$ cat src/rtl/tewc_cfg.svh
// Register offsets, field positions, reset values and limits of the timer block
`ifndef TEWC_CFG_SVH
`define TEWC_CFG_SVH

// ********************************************
// Register byte offsets
// ********************************************
`define TEWC_A_CTRL    8'h00
`define TEWC_A_SET     8'h04
`define TEWC_A_CLR     8'h08
`define TEWC_A_EVCTRL  8'h0C
`define TEWC_A_STATUS  8'h10
`define TEWC_A_FLAGS   8'h14
`define TEWC_A_COUNT   8'h18
`define TEWC_A_PERIOD  8'h1C
`define TEWC_A_CC0     8'h20
`define TEWC_A_CC1     8'h24

// ********************************************
// Field positions
// ********************************************
`define TEWC_CTRL_EN   0
`define TEWC_CTRL_MODE 2:1
`define TEWC_CTRL_WAVE 4:3
`define TEWC_CTRL_PSC  7:5
`define TEWC_SET_DIR   0
`define TEWC_SET_ONE   1
`define TEWC_SET_CMD   3:2
`define TEWC_EV_ACT    2:0
`define TEWC_EV_INV    4
`define TEWC_EV_INEN   5
`define TEWC_EV_MCEO   7:6
`define TEWC_EV_CPTEN  9:8
`define TEWC_EV_INVEN  11:10
`define TEWC_ST_RUN    0
`define TEWC_ST_STOP   1
`define TEWC_FL_OVF    0
`define TEWC_FL_MC     2:1
`define TEWC_FL_ERR    3

// ********************************************
// Reset values and counter limits
// ********************************************
`define TEWC_PERIOD_RST 8'hFF
`define TEWC_MAX8       32'h000000FF
`define TEWC_MAX16      32'h0000FFFF
`define TEWC_MAX32      32'hFFFFFFFF
`define TEWC_PSC_SEL1   3'h1

`endif

$ cat src/rtl/tewc_pkg.sv
// Types shared by the timer block: modes, event actions, commands, run states
package tewc_pkg;

  typedef enum logic [1:0] {
    mode_8  = 2'b00,
    mode_16 = 2'b01,
    mode_32 = 2'b10
  } tewc_mode_t;

  typedef enum logic [1:0] {
    normal_frequency_op   = 2'b00,
    match_frequency_op    = 2'b01,
    normal_pulse_width_op = 2'b10,
    match_pulse_width_op  = 2'b11
  } tewc_wave_t;

  typedef enum logic [2:0] {
    ev_off                    = 3'b000,
    ev_retrigger              = 3'b001,
    ev_count                  = 3'b010,
    ev_start                  = 3'b011,
    ev_capture                = 3'b100,
    period_then_width_capture = 3'b101,
    width_then_period_capture = 3'b110
  } tewc_evact_t;

  typedef enum logic [1:0] {
    cmd_none    = 2'b00,
    cmd_retrig  = 2'b01,
    cmd_stop    = 2'b10
  } tewc_cmd_t;

  typedef enum logic [1:0] {
    run_idle    = 2'b00,
    run_count   = 2'b01,
    run_stopped = 2'b10
  } tewc_run_t;

endpackage : tewc_pkg

$ cat src/rtl/tewc_prescaler.sv
// Prescaler: one-cycle count tick every 1..1024 clocks while the counter runs
`timescale 1ns/1ps
`include "tewc_cfg.svh"

module tewc_prescaler (
  input  wire logic       i_clk,
  input  wire logic       i_rst_b,
  input  wire logic       i_run,
  input  wire logic [2:0] i_sel,
  output logic            o_tick
);

  // Shift amounts for factors 1, 2, 4, 8, 16, 64, 256, 1024
  localparam logic [3:0] SHIFT [0:7] = '{4'h0, 4'h1, 4'h2, 4'h3, 4'h4, 4'h6, 4'h8, 4'hA};

  logic [9:0] div_q;
  logic [9:0] last;

  // Terminal count of the selected factor, minus one
  assign last   = 10'((11'h001 << SHIFT[i_sel]) - 11'h001);
  assign o_tick = i_run && (div_q == last);

  // Restart from zero whenever counting halts, so a start sees a full period
  always_ff @(posedge i_clk or negedge i_rst_b) begin
    if (!i_rst_b) begin
      div_q <= 10'h000;
    end else if (!i_run || o_tick) begin
      div_q <= 10'h000;
    end else begin
      div_q <= div_q + 10'h001;
    end
  end

endmodule : tewc_prescaler

$ cat src/rtl/tewc_top.sv
// Timer/counter with event actions, compare, waveform, capture and single run
//
// What this block does
// [RQ1] Retrigger while running wraps counter to top (down) or zero (up).
// [RQ2] Retrigger while stopped resumes counting from the current count value.
// [RQ3] Retrigger action: enable waits for an event; every later event restarts.
// [RQ4] Count action: each event steps counter up or down per direction.
// [RQ5] Start action: enable waits for event or retrigger; events ignored while running.
// [RQ6] Compare match sets channel flag on the next count tick; event if enabled.
// [RQ7] Four waveform operations select output shaping and the top value.
// [RQ8] Normal ops: top is period in 8-bit mode, counter maximum otherwise.
// [RQ9] Normal frequency: output toggles and flag sets on each channel match.
// [RQ10] Match frequency: channel 0 value is top; output 0 toggles on wrap.
// [RQ11] Normal PWM: set at start/top, clear at match; reversed counting down.
// [RQ12] Match PWM: channel 0 value is top; output 0 pulses low on wrap.
// [RQ13] Prescaler divides by 1, 2, 4, 8, 16, 64, 256 or 1024.
// [RQ14] New top written near zero counting down may reload old top once.
// [RQ15] Lowered top below count counting up is missed; counter runs to maximum.
// [RQ16] Software enables event input and channel capture before any capture.
// [RQ17] Software enables one capture channel for plain timestamp capture.
// [RQ18] Capture into a channel with its flag set is dropped; error flag sets.
// [RQ19] Period/width capture into channels 0/1, swapped in the other mode.
// [RQ20] Invert setting moves period wrap to the falling edge; source asynchronous.
// [RQ21] Software enables channels 0 and 1 together for period and duty.
// [RQ22] Single run stops at next wrap, sets stopped flag, clears outputs.
// [RQ23] Stopped single run restarts on retrigger or start; stopped flag clears.
// [RQ24] Stop command holds count, clears outputs, stops, sets stopped flag.
// [RQ25] Direction set bit counts down; direction clear bit counts up.
`timescale 1ns/1ps
`include "tewc_cfg.svh"

module tewc_top (
  input  wire logic        i_clk,
  input  wire logic        i_rst_b,
  input  wire logic        i_hsel,
  input  wire logic [31:0] i_haddr,
  input  wire logic [1:0]  i_htrans,
  input  wire logic        i_hwrite,
  input  wire logic [2:0]  i_hsize,
  input  wire logic [31:0] i_hwdata,
  input  wire logic        i_hready,
  output logic      [31:0] o_hrdata,
  output logic             o_hreadyout,
  output logic             o_hresp,
  input  wire logic        i_event,
  output logic      [1:0]  o_wave,
  output logic             o_ovf_event,
  output logic      [1:0]  o_match_event
);

  // ********************************************
  // Bus slave
  // ********************************************
  logic        acc_q;
  logic        wr_q;
  logic [7:0]  addr_q;
  logic        a_take;
  logic        wr_en;

  // Address phase taken only for word transfers; one wait state follows
  assign a_take = i_hsel && i_htrans[1] && i_hready && (i_hsize == 3'h2);
  assign wr_en  = acc_q && wr_q;

  // Data phase is held one cycle so reads see every earlier write
  always_ff @(posedge i_clk or negedge i_rst_b) begin
    if (!i_rst_b) begin
      acc_q  <= 1'b0;
      wr_q   <= 1'b0;
      addr_q <= 8'h00;
    end else begin
      acc_q  <= a_take;
      wr_q   <= a_take && i_hwrite;
      addr_q <= a_take ? i_haddr[7:0] : addr_q;
    end
  end

  // Register write strobes
  logic w_ctrl;
  logic w_set;
  logic w_clr;
  logic w_ev;
  logic w_flags;
  logic w_count;
  logic w_per;
  logic [1:0] w_cc;
  assign w_ctrl  = wr_en && (addr_q == `TEWC_A_CTRL);
  assign w_set   = wr_en && (addr_q == `TEWC_A_SET);
  assign w_clr   = wr_en && (addr_q == `TEWC_A_CLR);
  assign w_ev    = wr_en && (addr_q == `TEWC_A_EVCTRL);
  assign w_flags = wr_en && (addr_q == `TEWC_A_FLAGS);
  assign w_count = wr_en && (addr_q == `TEWC_A_COUNT);
  assign w_per   = wr_en && (addr_q == `TEWC_A_PERIOD);
  assign w_cc[0] = wr_en && (addr_q == `TEWC_A_CC0);
  assign w_cc[1] = wr_en && (addr_q == `TEWC_A_CC1);

  // ********************************************
  // Configuration registers
  // ********************************************
  logic                  enable_q;
  tewc_pkg::tewc_mode_t  mode_q;
  tewc_pkg::tewc_wave_t  wave_q;
  logic [2:0]            psc_q;
  logic                  dir_q;
  logic                  oneshot_q;
  tewc_pkg::tewc_evact_t evact_q;
  logic                  evinv_q;
  logic                  evin_en_q;
  logic [1:0]            mceo_q;
  logic [1:0]            cpten_q;
  logic [1:0]            inven_q;
  logic [7:0]            period_q;

  // Plain control storage; direction and single run use set/clear writes
  always_ff @(posedge i_clk or negedge i_rst_b) begin
    if (!i_rst_b) begin
      enable_q  <= 1'b0;
      mode_q    <= tewc_pkg::mode_16;
      wave_q    <= tewc_pkg::normal_frequency_op;
      psc_q     <= 3'h0;
      dir_q     <= 1'b0;
      oneshot_q <= 1'b0;
      evact_q   <= tewc_pkg::ev_off;
      evinv_q   <= 1'b0;
      evin_en_q <= 1'b0;
      mceo_q    <= 2'h0;
      cpten_q   <= 2'h0;
      inven_q   <= 2'h0;
      period_q  <= `TEWC_PERIOD_RST;
    end else begin
      if (w_ctrl) begin
        enable_q <= i_hwdata[`TEWC_CTRL_EN];
        mode_q   <= tewc_pkg::tewc_mode_t'(i_hwdata[`TEWC_CTRL_MODE]);
        wave_q   <= tewc_pkg::tewc_wave_t'(i_hwdata[`TEWC_CTRL_WAVE]);
        psc_q    <= i_hwdata[`TEWC_CTRL_PSC];
      end
      if (w_set && i_hwdata[`TEWC_SET_DIR]) dir_q <= 1'b1;         // [RQ25]
      else if (w_clr && i_hwdata[`TEWC_SET_DIR]) dir_q <= 1'b0;    // [RQ25]
      if (w_set && i_hwdata[`TEWC_SET_ONE]) oneshot_q <= 1'b1;     // [RQ22]
      else if (w_clr && i_hwdata[`TEWC_SET_ONE]) oneshot_q <= 1'b0; // [RQ22]
      if (w_ev) begin
        evact_q   <= tewc_pkg::tewc_evact_t'(i_hwdata[`TEWC_EV_ACT]);
        evinv_q   <= i_hwdata[`TEWC_EV_INV];
        evin_en_q <= i_hwdata[`TEWC_EV_INEN];
        mceo_q    <= i_hwdata[`TEWC_EV_MCEO];
        cpten_q   <= i_hwdata[`TEWC_EV_CPTEN];
        inven_q   <= i_hwdata[`TEWC_EV_INVEN];
      end
      if (w_per) period_q <= i_hwdata[7:0];
    end
  end

  // ********************************************
  // Event input and commands
  // ********************************************
  logic ev_prev_q;
  logic ev_lvl;
  logic ev_rise;
  logic ev_fall;
  logic pw_mode;
  logic cmd_retrig;
  logic cmd_stop;
  logic en_rise;

  // Inverting the level moves the wrapping edge to the falling one
  assign ev_lvl     = i_event ^ evinv_q;                       // [RQ20]
  assign ev_rise    = evin_en_q && ev_lvl && !ev_prev_q;
  assign ev_fall    = evin_en_q && !ev_lvl && ev_prev_q;
  assign pw_mode    = (evact_q == tewc_pkg::period_then_width_capture) ||
                      (evact_q == tewc_pkg::width_then_period_capture);
  assign cmd_retrig = w_set && (i_hwdata[`TEWC_SET_CMD] == tewc_pkg::cmd_retrig);
  assign cmd_stop   = w_set && (i_hwdata[`TEWC_SET_CMD] == tewc_pkg::cmd_stop);
  assign en_rise    = w_ctrl && i_hwdata[`TEWC_CTRL_EN] && !enable_q;

  always_ff @(posedge i_clk or negedge i_rst_b) begin
    if (!i_rst_b) ev_prev_q <= 1'b0;
    else ev_prev_q <= ev_lvl;
  end

  // Software retrigger or retrigger action share one path
  logic retrig;
  logic start_ev;
  assign retrig   = enable_q && (cmd_retrig ||
                    (ev_rise && evact_q == tewc_pkg::ev_retrigger));
  assign start_ev = enable_q && ev_rise && (evact_q == tewc_pkg::ev_start);

  // ********************************************
  // Counter, top and run state
  // ********************************************
  tewc_pkg::tewc_run_t state_q;
  tewc_pkg::tewc_run_t state_d;
  logic [31:0] count_q;
  logic [31:0] count_d;
  logic [31:0] top_sync_q;
  logic [31:0] top_now;
  logic [31:0] maxv;
  logic        running;
  logic        tick;
  logic        step;
  logic        at_end;
  logic        wrap;
  logic        restart;
  logic        pw_wrap;
  logic [31:0] cc_val [0:1];

  assign running = (state_q == tewc_pkg::run_count);
  assign maxv    = (mode_q == tewc_pkg::mode_8)  ? `TEWC_MAX8 :
                   (mode_q == tewc_pkg::mode_16) ? `TEWC_MAX16 : `TEWC_MAX32;
  // Match ops take channel 0 as top; normal ops use period only in 8-bit mode
  assign top_now = (wave_q == tewc_pkg::match_frequency_op ||
                    wave_q == tewc_pkg::match_pulse_width_op) ? cc_val[0] :  // [RQ10] [RQ12]
                   (mode_q == tewc_pkg::mode_8) ? {24'h000000, period_q} : maxv; // [RQ8]

  tewc_prescaler u_psc (
    .i_clk   (i_clk),
    .i_rst_b (i_rst_b),
    .i_run   (running),
    .i_sel   (psc_q),
    .o_tick  (tick)
  ); // [RQ13]

  // Count action steps on events and bypasses the prescaler
  assign step    = running && ((evact_q == tewc_pkg::ev_count) ? ev_rise : tick); // [RQ4]
  // Up count only wraps at top or at maximum, so a top lowered below the count is missed
  assign at_end  = dir_q ? (count_q == 32'h0) : (count_q == top_now || count_q == maxv); // [RQ15]
  assign wrap    = step && at_end;
  assign pw_wrap = running && pw_mode && ev_rise;                                  // [RQ19]
  assign restart = (running && retrig) || pw_wrap;                                 // [RQ1] [RQ3]

  // Reload uses a top lagged one clock, the price of registering the top path
  always_comb begin
    count_d = count_q;
    if (w_count) count_d = i_hwdata & maxv;
    else if (restart || wrap) count_d = dir_q ? top_sync_q : 32'h0;              // [RQ1] [RQ14]
    else if (step) count_d = (dir_q ? count_q - 32'h1 : count_q + 32'h1) & maxv; // [RQ4]
  end

  // Run state: idle after enable for start/retrigger actions, stopped by command or single run
  always_comb begin
    state_d = state_q;
    case (state_q)
      tewc_pkg::run_idle: begin
        if (en_rise && evact_q != tewc_pkg::ev_retrigger && evact_q != tewc_pkg::ev_start)
          state_d = tewc_pkg::run_count;                                 // [RQ3] [RQ5]
        else if (retrig || start_ev)
          state_d = tewc_pkg::run_count;                                 // [RQ2] [RQ5]
      end
      tewc_pkg::run_count: begin
        if (cmd_stop || (wrap && oneshot_q))
          state_d = tewc_pkg::run_stopped;                               // [RQ22] [RQ24]
      end
      tewc_pkg::run_stopped: begin
        if (retrig || start_ev)
          state_d = tewc_pkg::run_count;                                 // [RQ23]
      end
      default: state_d = tewc_pkg::run_idle;
    endcase
    if (w_ctrl && !i_hwdata[`TEWC_CTRL_EN]) state_d = tewc_pkg::run_idle;
  end

  always_ff @(posedge i_clk or negedge i_rst_b) begin
    if (!i_rst_b) begin
      state_q    <= tewc_pkg::run_idle;
      count_q    <= 32'h0;
      top_sync_q <= `TEWC_MAX16;
    end else begin
      state_q    <= state_d;
      count_q    <= count_d;
      top_sync_q <= top_now;                                             // [RQ14]
    end
  end

  // ********************************************
  // Channels: compare, capture, waveform
  // ********************************************
  logic [1:0]  mcf_q;
  logic [1:0]  mc_hit;
  logic [1:0]  cap_ok;
  logic [1:0]  cap_err;
  logic [1:0]  wave_q_int;
  logic [1:0]  wave_d;
  logic        starting;
  logic        period_ch;

  assign starting  = (state_q != tewc_pkg::run_count) && (state_d == tewc_pkg::run_count);
  assign period_ch = (evact_q == tewc_pkg::width_then_period_capture);   // [RQ19]

  for (genvar i = 0; i < 2; i++) begin : g_ch
    logic [31:0] cc_q;
    logic        cap_ev;
    logic        pw_cap;
    logic        pwm_hold;
    assign cc_val[i] = cc_q;
    // Period channel captures on the wrapping edge, the other on the opposite edge
    assign pw_cap  = pw_mode && running &&
                     ((period_ch == 1'(i)) ? ev_rise : ev_fall);          // [RQ19] [RQ20]
    assign cap_ev  = cpten_q[i] && evin_en_q &&
                     ((evact_q == tewc_pkg::ev_capture && ev_rise) || pw_cap);
    assign cap_ok[i]  = cap_ev && !mcf_q[i];
    assign cap_err[i] = cap_ev && mcf_q[i];                              // [RQ18]
    // Compare is sampled on the count tick that sees equality
    assign mc_hit[i]  = step && !cpten_q[i] && (count_q == cc_q);        // [RQ6]

    always_ff @(posedge i_clk or negedge i_rst_b) begin
      if (!i_rst_b) cc_q <= 32'h0;
      else if (cap_ok[i]) cc_q <= count_q;                               // [RQ18]
      else if (w_cc[i]) cc_q <= i_hwdata & maxv;
    end

    // Up counting PWM sets at top and clears at match; down counting reverses
    assign pwm_hold = wrap ? !dir_q : (mc_hit[i] ? dir_q : wave_q_int[i]);  // [RQ11]

    always_comb begin
      wave_d[i] = wave_q_int[i];
      case (wave_q)                                                      // [RQ7]
        tewc_pkg::normal_frequency_op:
          wave_d[i] = wave_q_int[i] ^ mc_hit[i];                         // [RQ9]
        tewc_pkg::match_frequency_op:
          wave_d[i] = wave_q_int[i] ^ ((i == 0) ? wrap : mc_hit[i]);     // [RQ10]
        tewc_pkg::normal_pulse_width_op:
          wave_d[i] = starting ? !dir_q : pwm_hold;                      // [RQ11]
        tewc_pkg::match_pulse_width_op:
          if (i == 0) wave_d[i] = starting ? 1'b1 : (wrap ? 1'b0 : (step ? 1'b1 : wave_q_int[i])); // [RQ12]
          else wave_d[i] = starting ? !dir_q : pwm_hold;
        default: wave_d[i] = 1'b0;
      endcase
      if (state_d != tewc_pkg::run_count) wave_d[i] = 1'b0;            // [RQ22] [RQ24]
    end
  end

  // ********************************************
  // Flags and outputs
  // ********************************************
  logic ovf_q;
  logic err_q;

  // Hardware set wins over a write-one clear landing in the same cycle
  always_ff @(posedge i_clk or negedge i_rst_b) begin
    if (!i_rst_b) begin
      mcf_q <= 2'h0;
      ovf_q <= 1'b0;
      err_q <= 1'b0;
    end else begin
      mcf_q <= (mcf_q & ~({2{w_flags}} & i_hwdata[`TEWC_FL_MC])) | mc_hit | cap_ok; // [RQ6] [RQ9]
      ovf_q <= (ovf_q & ~(w_flags && i_hwdata[`TEWC_FL_OVF])) | wrap;
      err_q <= (err_q & ~(w_flags && i_hwdata[`TEWC_FL_ERR])) | (|cap_err);          // [RQ18]
    end
  end

  // Outputs are registered; inversion applies only while counting
  always_ff @(posedge i_clk or negedge i_rst_b) begin
    if (!i_rst_b) begin
      wave_q_int    <= 2'h0;
      o_wave        <= 2'h0;
      o_ovf_event   <= 1'b0;
      o_match_event <= 2'h0;
    end else begin
      wave_q_int    <= wave_d;
      o_wave        <= (state_d == tewc_pkg::run_count) ? (wave_d ^ inven_q) : 2'h0; // [RQ22]
      o_ovf_event   <= wrap;
      o_match_event <= (mc_hit | cap_ok) & mceo_q;                        // [RQ6]
    end
  end

  // ********************************************
  // Read mux and bus answer
  // ********************************************
  logic [31:0] rd_mux;
  assign rd_mux =
    (addr_q == `TEWC_A_CTRL)   ? {24'h0, psc_q, wave_q, mode_q, enable_q} :
    (addr_q == `TEWC_A_SET ||
     addr_q == `TEWC_A_CLR)    ? {30'h0, oneshot_q, dir_q} :
    (addr_q == `TEWC_A_EVCTRL) ? {20'h0, inven_q, cpten_q, mceo_q, evin_en_q, evinv_q, 1'b0, evact_q} :
    (addr_q == `TEWC_A_STATUS) ? {30'h0, state_q == tewc_pkg::run_stopped, running} : // [RQ23]
    (addr_q == `TEWC_A_FLAGS)  ? {28'h0, err_q, mcf_q, ovf_q} :
    (addr_q == `TEWC_A_COUNT)  ? count_q :
    (addr_q == `TEWC_A_PERIOD) ? {24'h0, period_q} :
    (addr_q == `TEWC_A_CC0)    ? cc_val[0] :
    (addr_q == `TEWC_A_CC1)    ? cc_val[1] : 32'h0;

  // First data-phase cycle waits; second answers OKAY with registered data
  always_ff @(posedge i_clk or negedge i_rst_b) begin
    if (!i_rst_b) begin
      o_hrdata    <= 32'h0;
      o_hreadyout <= 1'b1;
      o_hresp     <= 1'b0;
    end else begin
      o_hrdata    <= (acc_q && !wr_q) ? rd_mux : o_hrdata; // Writes leave the last read data standing
      o_hreadyout <= !a_take;
      o_hresp     <= 1'b0;
    end
  end

endmodule : tewc_top

$ cat config.mk
export PLATFORM = sky130hd
export DESIGN_NAME = tewc_top
export DESIGN_NICKNAME = d
export VERILOG_FILES = /design/src/rtl/tewc_pkg.sv /design/src/rtl/tewc_prescaler.sv /design/src/rtl/tewc_top.sv
export VERILOG_INCLUDE_DIRS = /design/src /design/src/rtl
export SDC_FILE = /design/constraint.sdc
export NUM_CORES = 1
export LEC_CHECK = 0
export BUFFER_PORTS_ARGS = -buffer_cell sky130_fd_sc_hd__buf_4
export CAP_MARGIN = 20
export CORE_UTILIZATION = 55
export DETAILED_ROUTE_END_ITERATION = 10
export PLACE_DENSITY = 0.83
export SYNTH_ARGS = -nofsm -noshare
export SYNTH_HDL_FRONTEND = slang
export SYNTH_SLANG_ARGS = --single-unit
$ cat constraint.sdc
create_clock -name i_clk -period 4.1 [get_ports i_clk]
set_clock_uncertainty 0.05 [all_clocks]
set_input_delay 0.41 -clock i_clk [delete_from_list [all_inputs] [get_ports i_clk]]
set_output_delay 0.41 -clock i_clk [all_outputs]
set_load 0.02 [all_outputs]
==> reports/metrics.yaml, run 1 <==
drv_cap: 0
hold_depth: 2
ctsHtreeMaxLevel: 1
yosysWarnings: 0
routedWlPerCell_um: 21.6
tightest_slew_ns: 0.990
p_clk_share_pct: 21.1
power_frac_comb_pct: 39.3
crit_arrival_ns: 4.05
path_max_fanout: 14
place.gp.congestion: 0.988
p_int_uw: 5650
grt_antenna_before_repair: 0
r2r_slack_ns: 0.38
syn_inst: 1613
clock_latency_ns: 0.52
nNetsFinal: 1738
ys_ff_latch: 224
holdPathEnd: "wr_q"
powerDensity_mw_per_mm2: 625
grt_max_degree: 113
synth_fp_nets: 1720
leakagePower_uw: 0.00674
drc: 0
gr-total-overflow: 0
start_kind: "flip-flop"
seq_area_frac_synth_pct: 40.7
io_buffers: 87
die_area_mm2: 0.0258
finalWirelength_mm: 42.6
hpwl_mm: 29.7
initial_core_util_pct: 56.6
grt_pass1_vias: 12100
area_growth_pct: 11.7
yosysTopAreaCellShare_pct: 35.8
ctsRootBufferMaster: "clkbuf_16"
die_x_um: 161
critPathKind: "reg2reg"
period_needed_ns: 3.72
grt_usage_pct: 32.9
swShare_pct: 41.5
critPathCaptureType: "flip-flop"
clock.fmax_mhz: 269
ant_nets: 0
min_from: "i_hwrite"
netlist_area_mm2: 0.0138
clock_sinks: 224
yosys.cell_count.top_type: "dfrtp_1"
numCtsBuffers: 22
dp_slack_ns: 0.519
rsz0062_at_grt: "no"
worstPathRequired_ns: 4.43
post_cts_buffers: 0
status: "finished clean"
finalHoldViolations: 0
synth_common_cells: "dfrtp_1 (198), nand2_1 (195), nor2_1 (161)"
worstPathCellList: "xor2_1 -> o41ai_1 -> o2111ai_1 -> nor4_1 -> a41oi_1 -> buf_4 -> o21ai_1 -> nor2_1 -> a221oi_1 -> o22ai_1"
nFillCells: 1894
fin_hold_ws_ns: 0.0658
critical_path.slowest_cell: "o41ai_1"
synth_top_area_cell: "dfrtp_1"
fin_crit_sh_pct: 90.8
drt_pass1_iterations: 7
vias: 13100
synth.area.top_cells: "dfrtp_1 (36%), a21oi_1 (5.4%), nand2_1 (5.3%)"
hold_path.class: "in2reg"
cts_tree: "yes"
design_area_mm2: 0.0154
drive_gt1_share_pct: 14.1
drt_iter0_markers: 1903
synth_async_sr_flop_share_pct: 100
synth_cell_types: 79
grt_pass1_wl_mm: 67.2
placed_area_mm2: 0.0147
setup_viol: 0
vdd_drop_max_v: 0.000377
ys.flop_type: "dfrtp_1"
ctsLongestPathBuffers: 3
seqPwrFrac_pct: 39.6
diodes: 0
r2r-start: "count_q[28]"
finalMaxSlewViolations: 0
design.core.area_mm2: 0.0245
path_clk_slew_ns: 0.06
ios: 114
die_y_um: 161
row_count: 57
critPathMaxStageDelay_ns: 0.64
syn_area_per_cell_um2: 8.58
r2r_end: "count_q[19]"
reg2reg_depth: 10
post_cts_resized: 0
fin_tns_setup_ns: 0
slew-limit-headroom_pct: 33.8
routed_via_density: 6.66
p_switching_uw: 4010
final.setup.worst_slack_ns: 0.377
synth-edff-count: 0
cp-startpoint: "count_q[28]"
## sequential cells by signal, summed over array words and instances (netlist names), 3 cells and up
name         flops
addr_q           8
count_q         32
psc_q            3
top_sync_q      32
evact_q          3
o_hrdata        32
u_psc.div_q     10
g_ch.cc_q       64
period_q         8
## worst max-delay path by stage
stage             endpoint  slack [ns]  depth (start not counted)
2_1_floorplan  count_q[26]        0.32                         12
3_5_place_dp   count_q[19]        0.52                         10
4_1_cts        count_q[19]        0.47                         10
5_1_grt        count_q[19]        0.19                         10
6_report       count_q[19]        0.38                         10
3_3_place_gp   count_q[24]        0.57                          8
## power groups by stage
stage                     Sequential [uW]  Combinational, uW  Clock, uW
after floorplan                      3260               3000          0
after global placement               3740               3540          0
after detailed placement             3790               3650          0
after CTS                            3760               3710       2040
after global routing                 3870               4140       2120
final                                3820               3800       2040
## kinds of logic (layout without fill, tap and decap cells)
logic type      Yosys count  count (layout)  share of synthesized area [%]
compound gates          493             493                           22.6
xor+xnor                104             104                           6.58
fa+ha+maj                32              32                           2.95
buf+inv                 157             191                           4.32
flops                   224             224                           40.7
mux                      64              64                           4.94
other cells               1               1                         0.0271
simple gates            538             538                           17.9
## timing repair
action                                  4_1_cts  5_1_grt
hold endpoints to repair                     84        0
endpoints found under the setup margin        0        0
hold buffers                                  1        0
## placed cells by master, fill, tap and decap left out, types with 33 or more instances in the layout
master,count
xor2_1,69
nor2_1,159
o21ai_0,142
xnor2_1,35
nand2_1,193
dfrtp_1,198
a21oi_1,149
mux2_2,34
buf_4,119
a21o_1,33
## stage by stage
| step | util, % | power [uW] | instances |
|---|---|---|---|
| final | 63.2 | 9660 | 1971 |
| after global routing | 63.2 | 10100 | 1971 |
| after CTS | 63.2 | 9510 | 1971 |
| after detailed placement | 60.2 | 7440 | 1930 |
| after global placement | 60.2 | 7280 | 1930 |
| after floorplan | - | 6260 | 1613 |
## metal layers
metal	vias to the layer above	global-route usage (%)	part of all wire, %	wire, um
met4	0	13.4	3.8	1610
li1	5857	-	-	-
met3	122	5.97	12	4970
met2	893	49.1	44	18700
met5	-	0	0	0
met1	6263	47.1	41	17300
## layout make-up
class	instances	area, um2	share of cell area, %
flip-flops and latches	224	5640	36.5
repair buffers	123	958	6.20
inverters	28	105	0.680
multi-input cells	1232	7620	49.4
well taps	324	405	2.62
clock inverters	2	35.0	0.227
clock buffers	38	682	4.41
## critical path, delay by kind of cell, from the launching register on
| family | cells | cell delay (ns) |
|---|---|---|
| AO/OA/AOI/OAI | 6 | 1.86 |
| XOR/XNOR | 1 | 0.25 |
| buffers and inverters | 1 | 0.19 |
| flip-flops | 1 | 0.55 |
| AND/OR/NAND/NOR | 2 | 0.67 |
Power figures use the tool's default switching activity.
==> run 2: changes to the inputs <==
CORE_UTILIZATION = 57   (was 55)
CTS_BUF_LIST = sky130_fd_sc_hd__clkbuf_8   (was not set)
CTS_CLUSTER_SIZE = 25   (was not set)
PLACE_DENSITY = 0.86   (was 0.83)
==> run 2 against run 1 <==
- critical path depth decreased by 1
- setup slack worse by 0.048 ns
- die area is 3.5% lower
- maximum frequency shrank 1.3%
- wire length about the same
- register-to-register slack worse by 0.05 ns
- sequential power is essentially flat
- first-iteration DRC count increased by 4.4%
- non-clock buffer count increased by 4
- sequential share of layout area decreased by 0.17 points
- hold slack worse by 0.022 ns
- clock power about the same
- highest routed layer unchanged
==> reports/metrics.yaml, run 2 (synthesis gave the netlist of run 1 again) <==
numCtsBuffers: 37
path_clk_slew_ns: 0.06
worstPathRequired_ns: 4.48
initial_core_util_pct: 58.6
worstPathCellList: "buf_4 -> ha_1 -> nand3_1 -> o41ai_1 -> a41oi_1 -> o31ai_1 -> xor2_1 -> a221oi_1 -> a211oi_1"
drive_gt1_share_pct: 15.6
layout_common_cells: "dfrtp_1 (198), nand2_1 (193), nor2_1 (159), a21oi_1 (149), o21ai_0 (142)"
final.setup.worst_slack_ns: 0.330
leakagePower_uw: 0.00685
p_switching_uw: 4050
drv_cap: 0
grt_max_degree: 122
critPathKind: "reg2reg"
critPathMaxStageDelay_ns: 0.59
top_usage_layer: "met2"
critPathCaptureType: "flip-flop"
die_x_um: 158
finalWirelength_mm: 42.6
status: "finished clean"
drt_pass1_iterations: 7
ios: 114
rsz0062_at_grt: "no"
vdd_drop_max_v: 0.000315
slew-limit-headroom_pct: 29.4
drc: 0
grt_antenna_before_repair: 0
dp_slack_ns: 0.374
ctsLongestPathBuffers: 3
tightest_slew_ns: 1.06
hold_path.class: "in2reg"
die_y_um: 158
row_count: 56
ant_nets: 0
largest_register: "g_ch.cc_q"
finalHoldViolations: 0
hpwl_mm: 30.2
met3_usage_pct: 8.10
io_buffers: 87
post_cts_buffers: 0
diodes: 0
clock_sinks: 224
grt_usage_pct: 35.4
grt_pass1_vias: 12400
gr-total-overflow: 0
power_frac_comb_pct: 39.5
nNetsFinal: 1757
swShare_pct: 41.9
fin_tns_setup_ns: 0
p_clk_share_pct: 21.1
start_kind: "flip-flop"
crit_arrival_ns: 4.15
grt_pass1_wl_mm: 68.1
largest_register_ffs: 64
critical_path.slowest_cell: "o31ai_1"
cts_tree: "yes"
setup_viol: 0
grtUsageMet2_pct: 51.4
die_area_mm2: 0.0249
drt_iter0_markers: 1987
clock.fmax_mhz: 265
routed_via_density: 6.60
design.core.area_mm2: 0.0236
powerDensity_mw_per_mm2: 623
p_int_uw: 5610
path_max_fanout: 39
fin_crit_sh_pct: 92.0
use_met1_pct: 50.2
place.gp.congestion: 0.943
area_growth_pct: 12.2
finalMaxSlewViolations: 0
final_common_cell: "dfrtp_1"
routedWlPerCell_um: 21.3
period_needed_ns: 3.77
clock_latency_ns: 0.54
seqPwrFrac_pct: 39.3
ctsHtreeMaxLevel: 2
ctsRootBufferMaster: "clkbuf_8"
vias: 13200
[run 2: changes by cell type in the layout (fill, tap and decap cells not counted), sizes merged]
cell and delta:
buf +4, clkbuf +11, inv +11, clkinvlp +1, clkinv +4
[run 2: worst paths after layout]
check | from | to | slack [ns] | depth (start not counted)
setup / recovery | dir_q | count_q[27] | 0.33 | 9
hold / removal | i_hwrite | wr_q | 0.04 | 2
setup reg to reg | dir_q | count_q[27] | 0.33 | 9
hold reg to reg | mcf_q[1] | mcf_q[1] | 0.44 | 2
max in group asynchronous | i_rst_b | evact_q[1] | 2.45 | 3
min in group asynchronous | i_rst_b | addr_q[2] | 0.41 | 2
[run 2: power groups by stage]
stage	sequential [uW]	clock, uW	combinational, uW
after floorplan	3260	0	3000
after global placement	3730	0	3550
after detailed placement	3780	0	3690
after CTS	3740	2050	3730
after global routing	3860	2150	4180
final	3800	2040	3820
[run 2: cell type report]
class,count,area [um2]
clock inverter,18,104
sequential,224,5640
fill,1812,8090
timing repair buffer,127,976
inverter,28,105
tap,319,399
clock buffer,49,674
multi-input combinational,1232,7620
[run 2: metal layers]
metal  wire length [um]  part of all wire (%)  vias up
li1                   -                     -     5905
met1              17300                    40     6249
met2              18400                    43      891
met3               5180                    12      144
met4               1750                   4.1        0
met5                  0                     0        -
[run 2: what timing repair did]
item / CTS / global route
hold endpoints to repair: 54 / 0
hold buffers: 1 / 0
resized for setup: 0 / 0
[run 2: through the flow]
step	hold WS (ns)	power, uW	util, %	cells	cell area, um2
floorplan	0.0644	6260	-	1613	13800
global placement	0.416	7280	62.4	1929	14700
global route	0.0466	10200	65.7	1997	15500
CTS	0.0302	9520	65.7	1997	15500
detailed placement	0.419	7470	62.4	1929	14700
finish	0.0435	9660	65.7	1997	15500
[run 2: worst max-delay path, delay by kind of cell (launching register included)]
kind | cells | cell delay [ns]
AO/OA/AOI/OAI | 5 | 1.83
flip-flops | 1 | 0.51
buffers and inverters | 1 | 0.51
adder cells (fa/ha/maj) | 1 | 0.33
XOR/XNOR | 1 | 0.29
AND/OR/NAND/NOR | 1 | 0.13
